**config.mk**
```make
export PLATFORM = sky130hd
export DESIGN_NAME = ecs_top
export DESIGN_NICKNAME = d
export VERILOG_FILES = /design/src/logic/ecs_pkg.sv /design/src/logic/ecs_sync.sv /design/src/logic/ecs_counter.sv /design/src/logic/ecs_top.sv
export SDC_FILE = /design/constraint.sdc
export NUM_CORES = 1
export LEC_CHECK = 0
export ABC_AREA = 1
export BUFFER_PORTS_ARGS = -buffer_cell sky130_fd_sc_hd__buf_2
export CAP_MARGIN = 0
export CORE_UTILIZATION = 55
export DETAILED_ROUTE_END_ITERATION = 12
export PLACE_DENSITY = 0.73
export SLEW_MARGIN = 20
export SYNTH_ARGS = -nofsm -noshare
export SYNTH_HDL_FRONTEND = slang
export SYNTH_SLANG_ARGS = --single-unit
```
**constraint.sdc**
```tcl
create_clock -name mclk -period 1.92 [get_ports mclk]
set_input_delay 0.192 -clock mclk [delete_from_list [all_inputs] [get_ports mclk]]
set_output_delay 0.192 -clock mclk [all_outputs]
set_load 0.05 [all_outputs]
```
**src/logic/ecs_pkg.sv**
```systemverilog
package ecs_pkg;
   // ----------------------------------------
   // Widths, codes and field positions.
   // ----------------------------------------
   localparam int CNT_W = 24;
   localparam logic [CNT_W-1:0] CNT_ZERO = 24'h000000;
   localparam logic [CNT_W-1:0] CNT_ONE = 24'h000001;
   localparam logic [CNT_W-1:0] CNT_MAX = 24'hffffff;
   localparam logic [6:0] SLAVE_ADDR = 7'h32;
   localparam logic [2:0] CLR_PATTERN = 3'h2;
   localparam logic [3:0] BYTE_BITS = 4'h8;
   localparam logic [7:0] FILL_BYTE = 8'hff;
   localparam int PTR_BIT = 7;
   localparam logic [2:0] IDX_ADDR = 3'h0;
   localparam logic [2:0] IDX_PTR = 3'h1;
   localparam logic [2:0] BYTE_HI = 3'h1;
   localparam logic [2:0] BYTE_MID = 3'h2;
   localparam logic [2:0] BYTE_LO = 3'h3;
   localparam logic [2:0] DATA_LAST = 3'h4;
   localparam logic [2:0] IDX_SAT = 3'h7;
   // ----------------------------------------
   // Pin synchroniser lanes.
   // ----------------------------------------
   localparam int SY_W = 4;
   localparam int SY_SCL = 0;
   localparam int SY_SDA = 1;
   localparam int SY_CIN = 2;
   localparam int SY_RSTN = 3;
   localparam logic [SY_W-1:0] SY_INIT = 4'hf;

   typedef enum logic [2:0] {
      ST_IDLE = 3'h0,
      ST_RECV = 3'h1,
      ST_SACK = 3'h2,
      ST_SEND = 3'h3,
      ST_MACK = 3'h4
   } ecs_state_t;

   // Picks the byte sent at a given read position; past the register, ones.
   function automatic logic [7:0] ecs_byte_sel(input logic [CNT_W-1:0] v, input logic [2:0] k);
      unique case (k)
         BYTE_HI: ecs_byte_sel = v[23:16];
         BYTE_MID: ecs_byte_sel = v[15:8];
         BYTE_LO: ecs_byte_sel = v[7:0];
         default: ecs_byte_sel = FILL_BYTE;
      endcase
   endfunction

   // Advances a byte position and holds it at its top value.
   function automatic logic [2:0] ecs_bump(input logic [2:0] k);
      ecs_bump = (k == IDX_SAT) ? k : k + 3'h1;
   endfunction
endpackage

```
**src/logic/ecs_sync.sv**
```systemverilog
module ecs_sync import ecs_pkg::*; #(
   parameter int W = SY_W,
   parameter logic [W-1:0] INIT = SY_INIT
) (
   input wire logic mclk,
   input wire logic rst_b,
   input wire logic [W-1:0] d,
   output logic [W-1:0] q
);
   typedef struct packed {
      logic [W-1:0] s1;
      logic [W-1:0] s2;
   } ecs_sync_t;

   ecs_sync_t s;
   ecs_sync_t next_s;

   always_comb begin
      next_s.s1 = d;
      next_s.s2 = s.s1;
   end

   always_ff @(posedge mclk or negedge rst_b) begin
      if (!rst_b) begin
         s <= {INIT, INIT};
      end else begin
         s <= next_s;
      end
   end

   assign q = s.s2;
endmodule

```
**src/logic/ecs_counter.sv**
```systemverilog
module ecs_counter import ecs_pkg::*; (
   input wire logic mclk,
   input wire logic rst_b,
   input wire logic inc,
   input wire logic clr,
   output logic [CNT_W-1:0] count,
   output logic wrap
);
   typedef struct packed {
      logic [CNT_W-1:0] cnt;
      logic wrap;
   } ecs_counter_t;

   ecs_counter_t s;
   ecs_counter_t next_s;

   always_comb begin
      next_s = s;
      if (clr) begin
         next_s.cnt = CNT_ZERO;
         next_s.wrap = 1'b0;
      end else if (inc) begin
         next_s.cnt = s.cnt + CNT_ONE;
         if (s.cnt == CNT_MAX) begin
            next_s.wrap = ~s.wrap;
         end
      end
   end

   always_ff @(posedge mclk or negedge rst_b) begin
      if (!rst_b) begin
         s <= '{cnt: CNT_ZERO, wrap: 1'b0};
      end else begin
         s <= next_s;
      end
   end

   assign count = s.cnt;
   assign wrap = s.wrap;
endmodule

```
**src/logic/ecs_top.sv**
```systemverilog
module ecs_top import ecs_pkg::*; (
   input wire logic mclk,
   input wire logic rst_b,
   input wire logic scl,
   input wire logic sda_in,
   output logic sda_out,
   output logic sda_oe_b,
   input wire logic count_input,
   input wire logic reset_n_pin,
   output logic wrap_toggle_out
);
   // ----------------------------------------
   // State.
   // ----------------------------------------
   typedef struct packed {
      ecs_state_t st;
      logic [3:0] bcnt;
      logic [7:0] sh;
      logic [2:0] bidx;
      logic rw;
      logic ptr;
      logic mnack;
      logic [CNT_W-1:0] snap;
      logic [CNT_W-1:0] wbuf;
      logic [CNT_W-1:0] user;
      logic busy;
      logic cin_start;
      logic scl_p;
      logic sda_p;
      logic cin_p;
      logic clr_req;
      logic sda_oe_b;
      logic sda_out;
   } ecs_top_state_t;

   localparam ecs_top_state_t TOP_INIT = '{
      st: ST_IDLE,
      bcnt: 4'h0,
      sh: 8'h00,
      bidx: IDX_ADDR,
      rw: 1'b0,
      ptr: 1'b1,
      mnack: 1'b0,
      snap: CNT_ZERO,
      wbuf: CNT_ZERO,
      user: CNT_ZERO,
      busy: 1'b0,
      cin_start: 1'b0,
      scl_p: 1'b1,
      sda_p: 1'b1,
      cin_p: 1'b1,
      clr_req: 1'b0,
      sda_oe_b: 1'b1,
      sda_out: 1'b0
   };

   ecs_top_state_t s;
   ecs_top_state_t next_s;

   logic [SY_W-1:0] sy;
   logic sy_scl;
   logic sy_sda;
   logic sy_cin;
   logic sy_rstn;
   logic scl_rise;
   logic scl_fall;
   logic cin_rise;
   logic start_det;
   logic stop_det;
   logic byte_end;
   logic cnt_inc;
   logic cnt_clr;
   logic [CNT_W-1:0] count;
   logic [7:0] rd_byte;
   logic [7:0] first_byte;

   // ----------------------------------------
   // Pin synchronisers and edge detection.
   // ----------------------------------------
   ecs_sync #(
      .W(SY_W),
      .INIT(SY_INIT)
   ) u_sync (
      .mclk(mclk),
      .rst_b(rst_b),
      .d({reset_n_pin, count_input, sda_in, scl}),
      .q(sy)
   );

   assign sy_scl = sy[SY_SCL];
   assign sy_sda = sy[SY_SDA];
   assign sy_cin = sy[SY_CIN];
   assign sy_rstn = sy[SY_RSTN];
   assign scl_rise = sy_scl & ~s.scl_p;
   assign scl_fall = ~sy_scl & s.scl_p;
   assign cin_rise = sy_cin & ~s.cin_p;
   assign start_det = sy_scl & s.scl_p & s.sda_p & ~sy_sda;
   assign stop_det = sy_scl & s.scl_p & ~s.sda_p & sy_sda;
   assign byte_end = (s.st == ST_RECV) && scl_fall && (s.bcnt == BYTE_BITS) && !start_det && !stop_det;

   // ----------------------------------------
   // Event counter.
   // ----------------------------------------
   assign cnt_inc = (cin_rise & ~s.busy & ~start_det)
      | (stop_det & s.busy & ~s.cin_start & sy_cin);
   assign cnt_clr = ~sy_rstn | s.clr_req;

   ecs_counter u_counter (
      .mclk(mclk),
      .rst_b(rst_b),
      .inc(cnt_inc),
      .clr(cnt_clr),
      .count(count),
      .wrap(wrap_toggle_out)
   );

   assign rd_byte = ecs_byte_sel(s.snap, ecs_bump(s.bidx));
   assign first_byte = ecs_byte_sel(s.snap, s.bidx);

   // ----------------------------------------
   // Serial slave.
   // ----------------------------------------
   always_comb begin
      next_s = s;
      next_s.scl_p = sy_scl;
      next_s.sda_p = sy_sda;
      next_s.cin_p = sy_cin;
      next_s.clr_req = 1'b0;
      next_s.sda_out = 1'b0;
      if (start_det) begin
         next_s.st = ST_RECV;
         next_s.bcnt = 4'h0;
         next_s.bidx = IDX_ADDR;
         next_s.sda_oe_b = 1'b1;
         next_s.busy = 1'b1;
         if (!s.busy) begin
            next_s.cin_start = sy_cin;
         end
      end else if (stop_det) begin
         next_s.st = ST_IDLE;
         next_s.sda_oe_b = 1'b1;
         next_s.busy = 1'b0;
         next_s.ptr = 1'b1;
      end else begin
         unique case (s.st)
            ST_IDLE: begin
               next_s.sda_oe_b = 1'b1;
            end
            ST_RECV: begin
               if (scl_rise) begin
                  next_s.sh = {s.sh[6:0], sy_sda};
                  next_s.bcnt = s.bcnt + 4'h1;
               end else if (byte_end) begin
                  next_s.bcnt = 4'h0;
                  next_s.bidx = ecs_bump(s.bidx);
                  if (s.bidx == IDX_ADDR) begin
                     if (s.sh[7:1] == SLAVE_ADDR) begin
                        next_s.st = ST_SACK;
                        next_s.sda_oe_b = 1'b0;
                        next_s.rw = s.sh[0];
                        next_s.snap = s.ptr ? count : s.user;
                     end else begin
                        next_s.st = ST_IDLE;
                     end
                  end else begin
                     next_s.st = ST_SACK;
                     next_s.sda_oe_b = 1'b0;
                     if (s.bidx == IDX_PTR) begin
                        next_s.ptr = s.sh[PTR_BIT];
                     end else if (s.bidx <= DATA_LAST) begin
                        next_s.wbuf = {s.wbuf[15:0], s.sh};
                     end
                     if (s.bidx == DATA_LAST) begin
                        next_s.user = {s.wbuf[15:0], s.sh};
                        next_s.clr_req = (s.sh[2:0] == CLR_PATTERN);
                     end
                  end
               end
            end
            ST_SACK: begin
               if (scl_fall) begin
                  next_s.bcnt = 4'h0;
                  if (s.rw) begin
                     next_s.st = ST_SEND;
                     next_s.sda_oe_b = first_byte[7];
                     next_s.sh = {first_byte[6:0], 1'b0};
                  end else begin
                     next_s.st = ST_RECV;
                     next_s.sda_oe_b = 1'b1;
                  end
               end
            end
            ST_SEND: begin
               if (scl_rise) begin
                  next_s.bcnt = s.bcnt + 4'h1;
               end else if (scl_fall) begin
                  if (s.bcnt == BYTE_BITS) begin
                     next_s.st = ST_MACK;
                     next_s.sda_oe_b = 1'b1;
                     next_s.bcnt = 4'h0;
                  end else begin
                     next_s.sda_oe_b = s.sh[7];
                     next_s.sh = {s.sh[6:0], 1'b0};
                  end
               end
            end
            ST_MACK: begin
               if (scl_rise) begin
                  next_s.mnack = sy_sda;
               end else if (scl_fall) begin
                  if (s.mnack) begin
                     next_s.st = ST_IDLE;
                  end else begin
                     next_s.st = ST_SEND;
                     next_s.bidx = ecs_bump(s.bidx);
                     next_s.sda_oe_b = rd_byte[7];
                     next_s.sh = {rd_byte[6:0], 1'b0};
                  end
               end
            end
            default: begin
               next_s.st = ST_IDLE;
               next_s.sda_oe_b = 1'b1;
            end
         endcase
      end
   end

   always_ff @(posedge mclk or negedge rst_b) begin
      if (!rst_b) begin
         s <= TOP_INIT;
      end else begin
         s <= next_s;
      end
   end

   assign sda_out = s.sda_out;
   assign sda_oe_b = s.sda_oe_b;
endmodule

```
# Word-level counts from Yosys, hierarchy flattened
# Cells that the tools add are included.
[op_classes] addsub=3 magnitude_cmp=1 n_eq_ne=48 mux=66 bitwise=29 n_reduce_logical=29
[ops] operator="25-bit two-way mux" n=2
[ops] operator="4-bit != test, second input constant" n=12
[ops] operator="8-bit one-hot mux with 3 select lines" n=2
[ops] operator="11-bit two-way mux" n=3
[ops] operator="8-bit two-way mux" n=4
[ops] operator="8-bit one-hot mux with 4 select lines" n=1
[ops] operator="15-bit two-way mux" n=2
[ops] operator="1-bit two-way mux" n=25
[ops] operator="24-bit by 1-bit adder with 24-bit output, second input constant" n=1
[ops] operator="24-bit == test, second input constant" n=1
[ops] operator="24-bit two-way mux" n=1
[ops] operator="3-bit two-way mux" n=8
[ops] operator="2-bit != test, second input constant" n=11
[ops] operator="3-bit by 2-bit == test with 1-bit output, second input constant" n=7
[ops] operator="7-bit two-way mux" n=3
[ops] operator="3-bit != test, second input constant" n=7
[ops] operator="7-bit AND reduction" n=3
[ops] operator="9-bit AND reduction" n=2
[ops] operator="16-bit two-way mux" n=1
[ops] operator="3-bit one-hot mux with 5 select lines" n=1
[ops] operator="1-bit NOT" n=14
[ops] operator="1-bit bitwise AND" n=13
[ops] operator="2-bit two-way mux" n=6
[ops] operator="4-bit one-hot mux with 3 select lines" n=1
[ops] operator="other kinds (25)" n=45
[totals] regBits=125 input_bits=6 output_inout_bits=3 elab_cells=197

# Longest topological paths before layout
[depth] depth_word=11 ltp_mapped=12 mapped_depth_nobuf=12

# Hierarchy
# Synthesis repeated with hierarchy kept, for this count alone.
[unflattened] hier_cells=854 hier_area_um2=6717.7
[modules_own_cells] module="ecs_top" instances=1 cells_each=648 area_per_inst_um2=5029.8 seq_area_each_um2=2308.5
[modules_own_cells] module="ecs_counter" instances=1 cells_each=198 area_per_inst_um2=1477.7 seq_area_each_um2=625.6
[modules_own_cells] module="ecs_sync" instances=1 cells_each=8 area_per_inst_um2=210.2 seq_area_each_um2=210.2

# Worst setup path before layout
# No wires, ideal clock.
[synth_path] path_kind="register to register" startpoint="reg s[5] in the netlist's numbering" endpoint="reg s[26] in the netlist's numbering" setup_time_ps=130 arrival_ps=1695 required_time_ps=1790 setup_slack_ps=95 stages_incl_launch_ff=11 n_path_buf=2 period_less_slack_ps=1825 cell_sequence="dfstp_2 -> inv_1 -> ha_1 -> nor2_1 -> nand2_1 -> nor2_4 -> nand3_2 -> buf_6 -> buf_6 -> nand2_1 -> o21ai_1"
[synth_between] elab_chain_len=7 elab_cells_between_ends=18 cone_classes="11 x bitwise; 7 x reduce/logical"
[synth_rtl] element="start: declaration" line="ecs_top.sv:57" text="ecs_top_state_t s;"
[synth_rtl] element="start signal: assignment" line="ecs_top.sv:233" text="s <= next_s;"
[synth_rtl] element="1-bit bitwise AND" line="ecs_top.sv:97, ecs_top.sv:98"
[synth_rtl] element="1-bit bitwise AND (2 in series)" line="ecs_top.sv:97" text="assign start_det = sy_scl & s.scl_p & s.sda_p & ~sy_sda;"
[synth_rtl] element="1-bit zero test" line="ecs_top.sv:99" text="assign byte_end = (s.st == ST_RECV) && scl_fall && (s.bcnt == BYTE_BITS) && !start_det && !stop_det;"
[synth_rtl] element="1-bit logical AND (2 in series)" line="ecs_top.sv:99"
[synth_rtl] element="7-bit AND reduction (no source line) (*)"
# Every way passes the cells marked *; elsewhere a longest branch is shown, timed or not.
# A chain may end at the register's enable or synchronous reset.

# Final worst setup path
[layout_path] startpoint="reg s[5] in the netlist's numbering" endpoint="reg s[85] in the netlist's numbering"
[layout_between] elab_chain_len=8 elab_cells_between_ends=23 cone_classes="6 x eq/ne; 1 x mux; 8 x bitwise; 8 x reduce/logical"
[layout_rtl] element="1-bit bitwise AND" line="ecs_top.sv:97, ecs_top.sv:98"
[layout_rtl] element="1-bit bitwise AND (2 in series)" line="ecs_top.sv:97"
[layout_rtl] element="1-bit zero test" line="ecs_top.sv:99"
[layout_rtl] element="1-bit logical AND (2 in series)" line="ecs_top.sv:99"
[layout_rtl] element="3-bit != test (no source line)"
[layout_rtl] element="7-bit AND reduction (no source line)"
# Parallel ways exist; a longest one is shown, timed or not.

==> reports/qor.yml <==
floorplanning:
  floorplan.initialDensity: 0.570
  die_width_um: 114
  boundaryPins: 9
  die_area_mm2: 0.0130
  coreArea_mm2: 0.0121
  floorplan.die.height_um: 114
  placementRows: 40
setup_path:
  rrSetupSlack_ps: 20
  critPathArrivalTime_ps: 2220
  timing.critical_path.required_ps: 2240
  critical_path_class: "flip-flop to flip-flop"
  worstSetupEndpointType: "flip-flop"
  worstRegToRegCells: 8
  timing.rr.start: "s[5]"
  worst-path-max-fanout: 5
  reg2reg_to: "s[85]"
  crit_path_start_kind: "flip-flop"
detailed_routing:
  wirelength_um: 19300
  drtPass1Iterations: 6
  vias_per_cell: 5.60
  drc_violations_left: 0
  routedWlPerCell_um: 16.5
  ant_nets: 0
  drt_iter0_drc: 801
  vias: 6546
yosys:
  synth_nets: 950
  synth_simple_gate_area_share: 0.321
  syn_area_per_cell_um2: 7.39
  synthXorXnorAreaFrac: 0.00635
  synth_top_family_by_area: "simple AND/OR/NAND/NOR gates"
  unique_masters_post_synth: 34
  yosysWarnings: 0
  number_of_instances_in_the_synthesized_netlist: 934
  post_synth_fa_ha_maj_area_fraction: 0.0181
  yosys_register_bits: 125
  synth_mux_area_frac: 0.0102
  synth.yosys.seq_area_share: 0.456
  syn_area_mm2: 0.00690
  synth-compound-area-share: 0.112
placement:
  post_placement_setup_slack_ps: 12.9
  routabilityCongestion: 0.948
  numPortBuffers: 7
  hpwl_um: 13100
power_and_ir_drop:
  total_leakage_power_nw: 3.81
  power.density_cell_area_mw_per_mm2: 1020
  irDropWorstVdd_mv: 0.830
  total_power_w: 0.00854
timing:
  setup-violations-final: 0
  rsz0062_at_grt: "yes"
  hold_viol: 0
  clock_skew_ps: 8.91
  tcrit_tclk_final: 0.989
  fin_ws_ps: 20.3
  report.final.slew_viol_count: 0
  achievable-frequency_mhz: 526
  setup_tns_after_final_layout_ps: 0
  timing.hold.ws_ps: 241
  fin_crit_ps: 1900
clocking:
  numCtsBuffers: 17
  cts_tree: "built"
  insertion_delay_ps: 420
  ctsHtreeMaxLevel: 4
  cts-root-to-sink-buffers: 2
  root_buffer: "clkbuf_16"
  cts_sinks: 125
  path_clk_slew_ps: 60
run:
  max_cap_violations: 0
global_routing:
  grt_pass1_vias: 5577
  grt_pass1_wl_um: 30000
  pin_count_of_the_biggest_net_entering_global_routing: 62
  global_route_usage_over_all_layers: 0.305
  overflow: 0
  antenna_found_initial: 0
outcome:
  result_of_the_run: "complete, no violations"
final_layout:
  final_nets: 1004
  fin_util: 0.693
  layout-drive-gt1-share: 0.165
  syn2layout_area_growth_pct: 21.5
  antenna_cells: 0
worst_hold_path:
  min_path_type: "input port to async pin"
per-layer routing:
metal  part of all wire  up-vias  global-route usage
li1                   -     3151                   -
met1               0.45     3003               0.464
met2               0.42      343               0.421
met3              0.094       49              0.0749
met4              0.031        0               0.105
met5                  0        -                   0
how the worst max path moves through the flow:
stage                startpoint  endpoint  slack, ps  depth (start not counted)
finish                     s[5]     s[85]         20                          8
detailed placement  u_sync.q[0]     s[88]         10                         10
CTS                        s[5]     s[76]          7                         10
global route               s[5]     s[84]        -60                         10
floorplan                  s[5]     s[26]         90                         10
global placement    u_sync.q[0]     s[87]         10                         10
critical path, stage by stage, from the launching register on:
cell	delay, ps
dfstp_2	570
inv_1	60
ha_2	220
nor2_2	150
buf_4	150
nand4_1	150
a21oi_2	250
nand3_1	90
a21oi_1	180
cell families (layout without fill, tap and decap cells):
family / after synthesis / in the layout
and+or+nand+nor: 517 / 518
AOI/OAI and AO/OA: 147 / 147
DFF: 125 / 125
buffers and inverters: 122 / 188
adders and majority gates: 10 / 10
muxes: 7 / 7
xor gates and xnor gates: 5 / 5
other: 1 / 1
cells in the final DEF, fill, tap and decap left out, drive strengths merged:
cell | netlist | final
inv | 90 | 95
mux2i | 7 | 7
nand4 | 31 | 31
bufinv | 0 | 4
xor2 | 4 | 4
nor3 | 3 | 3
clkinv | 0 | 5
ha | 10 | 10
a31oi | 4 | 4
o211ai | 1 | 1
conb | 1 | 1
nand3b | 2 | 2
a21oi | 20 | 20
a211oi | 2 | 2
nand3 | 64 | 65
o31ai | 1 | 1
nand2 | 296 | 296
dlygate4sd3 | 0 | 5
nor2 | 118 | 118
and3 | 2 | 2
clkinvlp | 0 | 1
buf | 21 | 57
dfrtp | 112 | 112
dfstp | 13 | 13
xnor2 | 1 | 1
clkbuf | 11 | 21
nor4 | 1 | 1
o21ai | 119 | 119
timing repair:
item                                    4_1_cts  5_1_grt
endpoints found under the setup margin        4       99
buffers inserted                              0        5
pin swaps                                     0       10
cloned                                        0        5
endpoints found under the hold margin        30        0
hold buffers                                  5        0
resized for setup                             2       39
cells in the mapped netlist, drive strengths merged:
cell type | number | area share
nor2 | 118 | 0.071
clkbuf | 11 | 0.0060
xnor2 | 1 | 0.0013
nand3b | 2 | 0.0022
nor3 | 3 | 0.0022
nand4 | 31 | 0.028
and3 | 2 | 0.0018
a211oi | 2 | 0.0022
inv | 90 | 0.049
ha | 10 | 0.018
a21oi | 20 | 0.015
conb | 1 | 0.00054
nand3 | 64 | 0.052
dfstp | 13 | 0.049
buf | 21 | 0.022
a31oi | 4 | 0.0036
dfrtp | 112 | 0.41
xor2 | 4 | 0.0051
nor4 | 1 | 0.00091
nand2 | 296 | 0.16
o211ai | 1 | 0.0018
mux2i | 7 | 0.010
o31ai | 1 | 0.0011
o21ai | 119 | 0.089
cell type report:
| type | instances | area, um^2 |
|---|---|---|
| clock buffers | 17 | 425 |
| clock inverters | 15 | 210 |
| fillers | 998 | 3720 |
| inverters | 90 | 338 |
| multi-input cells | 688 | 3390 |
| flip-flops and latches | 125 | 3150 |
| well taps | 168 | 210 |
| repair buffers | 66 | 667 |
sequential cells by signal, indices dropped and copies added, names as in the netlist:
name	flops
u_sync.next_s	4
sda_oe_b	1
s	91
u_counter.wrap	1
u_counter.count	24
u_sync.q	4
report_power, final:
part / total, W / internal (W) / switching, W / leakage [nW]
clock network: 0.00345 / 0.00220 / 0.00126 / 0.311
registers: 0.00295 / 0.00279 / 0.000159 / 1.68
logic: 0.00215 / 0.000746 / 0.00140 / 1.81
metrics by stage:
stage          instances  cell area [um^2]
6_report            1169              8390
4_1_cts             1159              8100
3_5_place_dp        1122              7400
2_1_floorplan        934              6900
3_3_place_gp        1122              7400
5_1_grt             1169              8390
Note: power is estimated with default switching activity, not from simulation.
